$ cat src/core/pir_defs.vh
// constants for the peripheral interrupt flag and enable block
// Function
// - enable bit 7 gates the data EEPROM write done interrupt
// - enable bit 6 gates the conversion done interrupt, converter variant only
// - enable bit 3 gates the comparator change interrupt
// - enable bit 0 gates the timer one overflow interrupt
// - bits 5-4 and 2-1 of both registers read zero, ignore writes
// - flags set on their event regardless of any enable
// - flag bit 7 sets on EEPROM write done, holds until cleared
// - flag bit 6 sets on conversion done, holds until written zero
// - flag bit 3 sets on comparator change, holds until written zero
// - flag bit 0 sets on timer one overflow, holds until written zero
// - no peripheral request unless peripheral gate is set
// - global gate clear blocks all peripheral requests but not IRQ, set allows unmasked ones while peripheral gate is set
`ifndef PIR_DEFS_VH
`define PIR_DEFS_VH
`define PIR_OFS_FLAGS     12'h00C
`define PIR_OFS_ENABLES   12'h08C
`define PIR_OFS_CONTROL   12'h100
`define PIR_OFS_IRQ_STAT  12'h104
`define PIR_OFS_IRQ_MASK  12'h108
`define PIR_BIT_EEPROM    7
`define PIR_BIT_CONV      6
`define PIR_BIT_COMP      3
`define PIR_BIT_TIMER_ONE      0
`define PIR_IMPL_MASK     8'hC9
`define PIR_BIT_PGATE     0
`define PIR_BIT_GGATE     1
`define PIR_RST_FLAGS     8'h00
`define PIR_RST_ENABLES   8'h00
`define PIR_RST_CONTROL   2'h0
`define PIR_RST_IRQ       4'h0
`endif

$ cat src/core/pir_flag_bit.v
// one sticky event flag with software write
`timescale 1ns/1ps
module pir_flag_bit
(
  // clock and reset
  input  wire clk,
  input  wire resetn,
  // event and software write
  input  wire set_evt,
  input  wire wr_en,
  input  wire wr_val,
  // flag state
  output reg  flag_r
);
  // set wins over a software clear
  always @(posedge clk or negedge resetn)
  begin
    if (!resetn)
      flag_r <= 1'b0;
    else if (set_evt)
      flag_r <= 1'b1;
    else if (wr_en)
      flag_r <= wr_val;
  end
endmodule // pir_flag_bit

$ cat src/core/pir_regs.v
// peripheral interrupt flag and enable registers with apb slave
//
// Our own choice: the APB interface to the registers.
`timescale 1ns/1ps
`include "pir_defs.vh"
module pir_regs
#(
  parameter HAS_CONVERTER = 1
)
(
  // clock and reset
  input  wire        CLK,
  input  wire        RESETN,
  // apb slave
  input  wire        PSEL,
  input  wire        PENABLE,
  input  wire        PWRITE,
  input  wire [11:0] PADDR,
  input  wire [31:0] PWDATA,
  output reg  [31:0] PRDATA,
  output wire        PREADY,
  output wire        PSLVERR,
  // peripheral event pulses, same clock
  input  wire        EEPROM_WRITE_DONE,
  input  wire        CONVERSION_DONE,
  input  wire        COMPARATOR_CHANGE,
  input  wire        TIMER1_OVERFLOW,
  // requests
  output wire        PERIPH_IRQ_REQ,
  output wire        IRQ
);

  ////////////////////////////////////////////////////////////////////////
  // decode
  wire        wr = PSEL & PENABLE & PWRITE;
  wire        rd = PSEL & PENABLE & ~PWRITE;
  wire        sel_flags = (PADDR == `PIR_OFS_FLAGS);
  wire        sel_en    = (PADDR == `PIR_OFS_ENABLES);
  wire        sel_ctl   = (PADDR == `PIR_OFS_CONTROL);
  wire        sel_st    = (PADDR == `PIR_OFS_IRQ_STAT);
  wire        sel_mask  = (PADDR == `PIR_OFS_IRQ_MASK);
  wire        mapped = sel_flags | sel_en | sel_ctl | sel_st | sel_mask;

  // register map, byte addresses
  //   flags    sticky event flags
  //   enables  per-source enables
  //   control  bit 0 peripheral gate, bit 1 global gate
  //   status   event status, cleared by read
  //   mask     event status mask
  // setup phase of a read, when read data is captured
  wire        rd_setup  = PSEL & ~PENABLE & ~PWRITE;
  // write strobes, one per writable register
  wire        wr_flags  = wr & sel_flags;
  wire        wr_en_reg = wr & sel_en;
  wire        wr_ctl    = wr & sel_ctl;
  wire        wr_mask   = wr & sel_mask;

  // zero wait states, unmapped address answers with error
  assign PREADY  = 1'b1;
  assign PSLVERR = PSEL & PENABLE & ~mapped;

  ////////////////////////////////////////////////////////////////////////
  // flag bits
  wire [7:0] flags;
  wire [3:0] evt;
  wire       conv_evt = CONVERSION_DONE & (HAS_CONVERTER != 0);
  wire       flag_wr = wr_flags;

  assign evt = {EEPROM_WRITE_DONE, conv_evt, COMPARATOR_CHANGE,
                TIMER1_OVERFLOW};

  // events placed at their flag positions
  wire [7:0] evt_bits = {evt[3], evt[2], 2'h0, evt[1], 2'h0, evt[0]};

  // flags set on events regardless of enables
  pir_flag_bit u_flag_ee
  (
    .clk     (CLK),
    .resetn  (RESETN),
    .set_evt (evt[3]),
    .wr_en   (flag_wr),
    .wr_val  (PWDATA[`PIR_BIT_EEPROM]),
    .flag_r  (flags[7])
  );

  pir_flag_bit u_flag_conv
  (
    .clk     (CLK),
    .resetn  (RESETN),
    .set_evt (evt[2]),
    .wr_en   (flag_wr & (HAS_CONVERTER != 0)),
    .wr_val  (PWDATA[`PIR_BIT_CONV]),
    .flag_r  (flags[6])
  );

  pir_flag_bit u_flag_comp
  (
    .clk     (CLK),
    .resetn  (RESETN),
    .set_evt (evt[1]),
    .wr_en   (flag_wr),
    .wr_val  (PWDATA[`PIR_BIT_COMP]),
    .flag_r  (flags[3])
  );

  pir_flag_bit u_flag_tmr
  (
    .clk     (CLK),
    .resetn  (RESETN),
    .set_evt (evt[0]),
    .wr_en   (flag_wr),
    .wr_val  (PWDATA[`PIR_BIT_TIMER_ONE]),
    .flag_r  (flags[0])
  );

  // unimplemented positions tie to zero
  assign flags[5:4] = 2'h0;
  assign flags[2:1] = 2'h0;

  ////////////////////////////////////////////////////////////////////////
  // enables and gates
  reg  [7:0] enables_r;
  reg  [1:0] control_r;
  wire [7:0] en_mask = HAS_CONVERTER ? `PIR_IMPL_MASK : 8'h89;

  // enable register, unimplemented bits masked off
  always @(posedge CLK or negedge RESETN)
  begin
    if (!RESETN)
      enables_r <= `PIR_RST_ENABLES;
    else if (wr_en_reg)
      enables_r <= PWDATA[7:0] & en_mask;
  end

  // gate register
  always @(posedge CLK or negedge RESETN)
  begin
    if (!RESETN)
      control_r <= `PIR_RST_CONTROL;
    else if (wr_ctl)
      control_r <= PWDATA[1:0];
  end

  // per-source pending, each under its own enable
  wire pend_ee   = flags[`PIR_BIT_EEPROM]
                 & enables_r[`PIR_BIT_EEPROM];
  wire pend_conv = flags[`PIR_BIT_CONV]
                 & enables_r[`PIR_BIT_CONV];
  wire pend_comp = flags[`PIR_BIT_COMP]
                 & enables_r[`PIR_BIT_COMP];
  wire pend_tmr  = flags[`PIR_BIT_TIMER_ONE]
                 & enables_r[`PIR_BIT_TIMER_ONE];
  wire pending   = pend_ee | pend_conv | pend_comp | pend_tmr;

  // both gates must be open for a request
  wire periph_gate = control_r[`PIR_BIT_PGATE];
  wire global_gate = control_r[`PIR_BIT_GGATE];
  assign PERIPH_IRQ_REQ = pending & periph_gate & global_gate;

  ////////////////////////////////////////////////////////////////////////
  // sticky event status, cleared by read, masked onto IRQ
  reg  [3:0] irq_stat_r;
  reg  [3:0] irq_mask_r;
  wire       st_rd = rd & sel_st;

  // only the bits handed out by the read are cleared
  wire [3:0] stat_clr = st_rd ? PRDATA[3:0] : 4'h0;

  // sticky status, new event wins over a clearing read
  always @(posedge CLK or negedge RESETN)
  begin
    if (!RESETN)
      irq_stat_r <= `PIR_RST_IRQ;
    else
      irq_stat_r <= (irq_stat_r & ~stat_clr) | evt;
  end

  // status mask
  always @(posedge CLK or negedge RESETN)
  begin
    if (!RESETN)
      irq_mask_r <= `PIR_RST_IRQ;
    else if (wr_mask)
      irq_mask_r <= PWDATA[3:0];
  end

  assign IRQ = |(irq_stat_r & irq_mask_r);

  ////////////////////////////////////////////////////////////////////////
  // read data register, loaded in setup phase
  reg [31:0] rdata_nxt;

  always @*
  begin
    rdata_nxt = 32'h0000_0000;
    case (1'b1)
      sel_flags: rdata_nxt = {24'h000000, flags | evt_bits};
      sel_en:    rdata_nxt = {24'h000000, enables_r};
      sel_ctl:   rdata_nxt = {30'h00000000, control_r};
      sel_st:    rdata_nxt = {28'h0000000, irq_stat_r | evt};
      sel_mask:  rdata_nxt = {28'h0000000, irq_mask_r};
      default:   rdata_nxt = 32'h0000_0000;
    endcase
  end

  // read data flop: loaded in setup, held through access, else zero
  always @(posedge CLK or negedge RESETN)
  begin
    if (!RESETN)
      PRDATA <= 32'h0000_0000;
    else if (rd_setup)
      PRDATA <= rdata_nxt;
    else if (!rd)
      PRDATA <= 32'h0000_0000;
  end

endmodule // pir_regs

$ cat config.mk
export PLATFORM = sky130hd
export DESIGN_NAME = pir_regs
export DESIGN_NICKNAME = d
export VERILOG_FILES = /design/src/core/pir_flag_bit.v /design/src/core/pir_regs.v
export VERILOG_INCLUDE_DIRS = /design/src /design/src/core
export SDC_FILE = /design/constraint.sdc
export NUM_CORES = 1
export LEC_CHECK = 0
export CORE_ASPECT_RATIO = 0.9
export CORE_MARGIN = 8
export CORE_UTILIZATION = 52
export DETAILED_ROUTE_END_ITERATION = 8
export DONT_BUFFER_PORTS = 1
export PLACE_DENSITY = 0.67
export REMOVE_ABC_BUFFERS = 1
export SLEW_MARGIN = 0
export SYNTH_ARGS = -nofsm -noshare
export SYNTH_HDL_FRONTEND = slang
export SYNTH_SLANG_ARGS = --single-unit
$ cat constraint.sdc
create_clock -name CLK -period 2.38 [get_ports CLK]
set_input_delay 0 -clock CLK [delete_from_list [all_inputs] [get_ports CLK]]
set_output_delay 0 -clock CLK [all_outputs]
set_load 0.005 [all_outputs]
==> flow_metrics.env, run 1 <==
export IMPL_status="completed"
export IMPL_crit_type="input pin to flip-flop"
export IMPL_diodes=0
export IMPL_vias_per_cell=5.45
export IMPL_seqPwrFrac_pct=52.2
export IMPL_antenna_found_initial=0
export IMPL_netlist_top_cells_area="dfrtp_1 (40%), buf_4 (14%), nor2_1 (4.8%)"
export IMPL_area_growth_pct=13.9
export IMPL_die_w_um=72.5
export IMPL_post_dp_hpwl_um=2840
export IMPL_cts_tree="done"
export IMPL_sw_frac_of_total_pct=21.5
export IMPL_worst_setup_path_start_kind="input pin"
export IMPL_r2r_end="PRDATA[0]$_DFFE_PN0P_"
export IMPL_drt_met1_wl_um=1570
export IMPL_fin_nets=235
export IMPL_io_pins=89
export IMPL_seq_area_frac_synth_pct=40.2
export IMPL_finalSetupTns_ns=0
export IMPL_crit_path_end_kind="flip-flop"
export IMPL_critPathLaunch="PADDR[0]"
export IMPL_grt_overflow=0
export IMPL_grt_max_degree=25
export IMPL_crit_top_cell="dlygate4sd3_1"
export IMPL_drive_above_1_share_pct=11.6
export IMPL_num_rows=18
export IMPL_ir_drop_mv=0.449
export IMPL_ys_types=38
export IMPL_drc=0
export IMPL_leakagePower_nw=0.743
export IMPL_period_share_pct=87.5
export IMPL_first_global_vias=1233
export IMPL_die_area_um2=4840
export IMPL_clkPwrFrac_pct=37.5
export IMPL_crit_required_ns=2.60
export IMPL_final_hold_viol_count=0
export IMPL_syn_avg_cell_area_um2=9.39
export IMPL_relSlewSlack_pct=25.8
export IMPL_netlist_area_um2=1490
export IMPL_slew_viol_final=0
export IMPL_reg2regPathDepth=5
export IMPL_yosysTopAreaCell="dfrtp_1"
export IMPL_holdCritStartpoint="PADDR[2]"
export IMPL_drt_iter0_drc=57
export IMPL_cp_cell_sequence="dlygate4sd3_1 -> nor4_1 -> dlygate4sd3_1 -> a21oi_1 -> dlygate4sd3_1 -> o31ai_1"
export IMPL_worst_path_largest_cell_delay_ns=0.62
export IMPL_grt_pass1_wl_um=5930
export IMPL_yosys_warnings=0
export IMPL_combinationalPowerShare_pct=10.3
export IMPL_place_congestion=0.912
export IMPL_io_buffers=0
export IMPL_internal_power_mw=0.614
export IMPL_maxCapViolations=0
export IMPL_setup_viol=0
export IMPL_clock_sinks=24
export IMPL_wire_per_inst_um=16.7
export IMPL_cpMaxStageDelayCell="dlygate4sd3_1"
export IMPL_die_h_um=66.8
export IMPL_powerDensity_nw_per_um2=460
export IMPL_clock_path_buffers=2
export IMPL_start_util_pct=54.3
export IMPL_cts_buffers=3
export IMPL_htree_levels=1
export IMPL_period_needed_ns=2.08
export IMPL_hold_class="input pin to flip-flop"
export IMPL_fp_coreArea_um2=2750
export IMPL_fin_skew_ns=0.00142
export IMPL_wl_met3_um=493
export IMPL_r2r_setup_slack_ns=0.69
export IMPL_crit_reg2reg_launch="irq_mask_r[0]$_DFFE_PN0P_"
export IMPL_power_switching_mw=0.169
export IMPL_drt_total_wl_um=3690
export IMPL_grtUsageTotal_pct=15.6
export IMPL_ant_nets=0
export IMPL_highest_layer="met4"
export IMPL_postCtsSetupBuffers=0
export IMPL_cts_root_buf="clkbuf_4"
export IMPL_tightestPinTransition_ns=1.11
export IMPL_fin_util_pct=61.9
export IMPL_synth_cells=159
export IMPL_ys_seq_elements=24
export IMPL_dr_wl_met2_um=1620
export IMPL_path_max_fanout=6
export IMPL_drt_first_pass_iters=5
export IMPL_synth_top_cell_area_share_pct=40.2
export IMPL_crit_path_end="PRDATA[0]$_DFFE_PN0P_"
export IMPL_max_freq_ghz=0.480
export IMPL_crit_arrival_ns=2.30
export IMPL_vias=1204
export IMPL_clock_latency_ns=0.31
export IMPL_clk_pin_slew_ns=0.13
export IMPL_rsz0062_at_grt="no"
critical path, delay by kind of cell:
family | cells | cell delay (ns)
AO/OA/AOI/OAI | 2 | 0.32
buffers and inverters | 3 | 1.78
AND/OR/NAND/NOR | 1 | 0.21
cells in the final DEF (no fill, tap or decap), types with 2 or more instances in the layout:
cell type / synthesis / final
a21oi_1: 9 / 9
a22o_1: 2 / 2
a22oi_1: 5 / 5
a41oi_1: 2 / 2
clkbuf_4: 0 / 3
conb_1: 2 / 27
dfrtp_1: 24 / 24
dlygate4sd3_1: 0 / 23
inv_1: 4 / 4
mux2_2: 6 / 6
mux2_4: 4 / 4
mux2i_1: 3 / 3
nand2_1: 11 / 11
nand3_1: 3 / 3
nor2_1: 19 / 19
nor3_1: 2 / 2
nor3b_1: 2 / 2
nor4_1: 4 / 4
o21ai_0: 7 / 7
o31ai_1: 2 / 2
or4_1: 2 / 2
per-stage QoR:
stage                     cells  worst slack, ns  total power [mW]  cell area (um^2)  hold slack [ns]
final                       221            0.296             0.783              1700          0.00882
after global routing        221            0.191             0.814              1700           0.0257
after CTS                   221            0.390             0.786              1700           0.0112
after detailed placement    194            0.620             0.452              1420           -0.295
after global placement      194            0.691             0.452              1420           -0.295
after floorplan             153            0.792             0.448              1360           -0.296
synthesized netlist by cell type:
cell       instances
and2b_2            1
clkbuf_1           2
buf_2              1
o2bb2ai_1          1
a22o_1             2
a221oi_1           1
buf_6              1
conb_1             2
or2b_2             1
o21ai_0            7
mux2_4             4
a21oi_1            9
nand4_1            1
or4_4              1
a22oi_1            5
a2bb2oi_1          1
o31ai_1            2
o22ai_1            1
or4b_2             1
dfrtp_1           24
inv_1              4
nand3_1            3
nor4_1             4
nand2_2            1
mux2i_1            3
nor2_1            19
a41oi_1            2
and3b_1            1
nand2_1           11
nor3_1             2
or4_1              2
and4b_2            1
nor4b_1            1
mux2_2             6
nand2b_1           1
nor3b_1            2
and2_1             1
buf_4             27
state kept, by name, summed over array words and instances (netlist names):
register            flops
PRDATA                  6
control_r               2
enables_r               4
irq_mask_r              4
irq_stat_r              4
u_flag_comp.flag_r      1
u_flag_conv.flag_r      1
u_flag_ee.flag_r        1
u_flag_tmr.flag_r       1
how the worst min path moves through the flow:
| stage | end | cells after the start |
|---|---|---|
| finish | PRDATA[1]$_DFFE_PN0P_ | 3 |
| global route | PRDATA[1]$_DFFE_PN0P_ | 3 |
| detailed placement | irq_mask_r[2]$_DFFE_PN0P_ | 0 |
| CTS | PRDATA[1]$_DFFE_PN0P_ | 3 |
| global placement | irq_mask_r[2]$_DFFE_PN0P_ | 0 |
| floorplan | PRDATA[0]$_DFFE_PN0P_ | 0 |
layer usage:
layer | vias to the layer above | track usage (%)
met1 | 568 | 19.4
li1 | 555 | -
met2 | 79 | 25.1
met3 | 2 | 6.00
met4 | 0 | 3.24
met5 | - | 0
kinds of logic after synthesis:
logic type	Yosys count	share of synthesized area, %
AOI/OAI and AO/OA	31	13.4
other	2	0.503
muxes	13	10.6
DFF	24	40.2
and+or+nand+nor	54	19.1
buffers and inverters	35	16.2
power groups by stage:
| stage | sequential [mW] | combinational (mW) | clock (mW) |
|---|---|---|---|
| global placement | 0.416 | 0.0360 | 0 |
| CTS | 0.408 | 0.0784 | 0.299 |
| detailed placement | 0.416 | 0.0362 | 0 |
| finish | 0.408 | 0.0807 | 0.294 |
| floorplan | 0.416 | 0.0317 | 0 |
| global route | 0.408 | 0.0903 | 0.316 |
area by class of cell:
class                      instances  area [um^2]
clock inverter                     1         30.0
inverter                           4         15.0
timing repair buffer              24          238
sequential                        24          601
fill                             247         1050
tap                               40         50.0
clock buffer                       3         22.5
multi-input combinational        125          744
what timing repair did:
action | CTS | global route
gates resized for setup | 0 | 0
endpoints found under the hold margin | 48 | 0
endpoints found under the setup margin | 0 | 0
hold buffers | 23 | 0
No activity file was read; power rests on OpenSTA's default activity.
==> run 2: changes to the inputs <==
--- a/config.mk
+++ b/config.mk
@@ -13,6 +13,7 @@
 export DONT_BUFFER_PORTS = 1
 export PLACE_DENSITY = 0.67
 export REMOVE_ABC_BUFFERS = 1
+export SKIP_LAST_GASP = 1
 export SLEW_MARGIN = 0
 export SYNTH_ARGS = -nofsm -noshare
 export SYNTH_HDL_FRONTEND = slang
==> constraint.sdc (replaced) <==
create_clock -name CLK -period 2.35 [get_ports CLK]
set_input_delay 0 -clock CLK [delete_from_list [all_inputs] [get_ports CLK]]
set_output_delay 0 -clock CLK [all_outputs]
set_load 0.01 [all_outputs]
==> flow_metrics.env, run 2 (same netlist as run 1, synthesis figures left out) <==
export IMPL_status="completed"
export IMPL_num_rows=18
export IMPL_vias_per_cell=5.33
export IMPL_final_cell_mix="conb_1 (27), dlygate4sd3_1 (25), dfrtp_1 (24)"
export IMPL_leakagePower_nw=0.756
export IMPL_fin_nets=238
export IMPL_ant_nets=0
export IMPL_fillers=256
export IMPL_largest_register="PRDATA"
export IMPL_final_instance_count_excl_fill=224
export IMPL_clock_latency_ns=0.33
export IMPL_max_freq_ghz=0.465
export IMPL_first_global_vias=1282
export IMPL_period_needed_ns=2.15
export IMPL_fin_ws_ns=0.198
export IMPL_combinationalPowerShare_pct=11.6
export IMPL_relSlewSlack_pct=27.1
export IMPL_maxCapViolations=0
export IMPL_vias=1194
export IMPL_grt_max_degree=25
export IMPL_slew_viol_final=0
export IMPL_drt_total_wl_um=3930
export IMPL_internal_power_mw=0.624
export IMPL_sw_frac_of_total_pct=23.3
export IMPL_grt_overflow=0
export IMPL_area_growth_pct=15.8
export IMPL_cts_hold_buf=24
export IMPL_crit_type="input pin to flip-flop"
export IMPL_powerDensity_nw_per_um2=470
export IMPL_seqPwrFrac_pct=50.9
export IMPL_io_pins=89
export IMPL_hold_class="input pin to flip-flop"
export IMPL_crit_arrival_ns=2.39
export IMPL_clk_pin_slew_ns=0.13
export IMPL_clock_path_buffers=2
export IMPL_crit_path_end_kind="flip-flop"
export IMPL_drc=0
export IMPL_final_cell_area_um2=1730
export IMPL_cts_root_buf="clkbuf_4"
export IMPL_final_hold_viol_count=0
export IMPL_io_buffers=0
export IMPL_place_congestion=0.909
export IMPL_drive_above_1_share_pct=12.0
export IMPL_worst_setup_path_start_kind="input pin"
export IMPL_cts_buffers=3
export IMPL_cts_tree="done"
export IMPL_place_area_um2=1430
export IMPL_drt_first_pass_iters=4
export IMPL_fin_skew_ns=0.00205
export IMPL_post_dp_hpwl_um=2930
export IMPL_final_common_cell="conb_1"
export IMPL_rsz0062_at_grt="no"
export IMPL_clock_sinks=24
export IMPL_largest_reg_flops=6
export IMPL_crit_required_ns=2.59
export IMPL_tightestPinTransition_ns=1.09
export IMPL_clkPwrFrac_pct=37.5
export IMPL_start_util_pct=54.3
export IMPL_drt_iter0_drc=50
export IMPL_cts_resized=0
export IMPL_htree_levels=1
export IMPL_grt_pass1_wl_um=6260
export IMPL_postCtsSetupBuffers=0
export IMPL_finalSetupTns_ns=0
export IMPL_grtUsageTotal_pct=16.4
export IMPL_diodes=0
export IMPL_setup_viol=0
export IMPL_ir_drop_mv=0.335
export IMPL_place_inst=195
export IMPL_power_switching_mw=0.189
export IMPL_fp_coreArea_um2=2750
export IMPL_period_share_pct=91.6
export IMPL_wire_per_inst_um=17.5
export IMPL_die_w_um=72.5
export IMPL_path_max_fanout=4
export IMPL_die_h_um=66.8
export IMPL_die_area_um2=4840
export IMPL_antenna_found_initial=0
export IMPL_post_place_ws_ns=0.685
## run 2: worst paths after layout
kind	from	end	slack, ns	cells after the start
min reg2reg	irq_mask_r[0]$_DFFE_PN0P_	irq_mask_r[0]$_DFFE_PN0P_	0.57	1
min	PADDR[2]	PRDATA[1]$_DFFE_PN0P_	0.001	3
max reg2reg	control_r[0]$_DFFE_PN0P_	PRDATA[0]$_DFFE_PN0P_	0.68	5
min in group asynchronous	RESETN	irq_mask_r[2]$_DFFE_PN0P_	0.31	1
max	PENABLE	PRDATA[0]$_DFFE_PN0P_	0.20	6
max in group asynchronous	RESETN	PRDATA[7]$_DFFE_PN0P_	1.40	1
## run 2: metal layers
layer	vias up	part of all wire, %	wire length, um	track usage [%]
li1	557	-	-	-
met1	567	42	1650	19.9
met2	66	45	1770	27.4
met3	4	12	456	6.15
met4	0	1.2	48	3.49
met5	-	0	0	0
## run 2: critical path, stage by stage
cell and delay, ns:
dlygate4sd3_1 0.55, nor3b_1 0.19, dlygate4sd3_1 0.61, nand3_1 0.12, dlygate4sd3_1 0.64, o31ai_1 0.28
## run 2: area by class of cell
class,count,area (um^2),area share (%)
clock buffers,3,22.5,1.30
clock inverters,1,30.0,1.74
inverters,4,15.0,0.869
repair buffers,27,265,15.4
multi-input cells,125,744,43.1
flip-flops and latches,24,601,34.8
well taps,40,50.0,2.90
## run 2: power by group through the flow
| stage | clock network (mW) | registers [mW] | logic (mW) |
|---|---|---|---|
| after floorplan | 0 | 0.421 | 0.0418 |
| after global placement | 0 | 0.421 | 0.0467 |
| after detailed placement | 0 | 0.421 | 0.0473 |
| after CTS | 0.302 | 0.413 | 0.0895 |
| after global routing | 0.329 | 0.414 | 0.104 |
| final | 0.305 | 0.413 | 0.0945 |
## run 2: per-stage QoR
step	power, mW	hold WS, ns	util (%)
after floorplan	0.463	-0.296	-
after global placement	0.468	-0.295	51.9
after detailed placement	0.469	-0.295	51.9
after CTS	0.805	0.0000220	62.5
after global routing	0.847	0.0271	62.9
final	0.813	0.00143	62.9
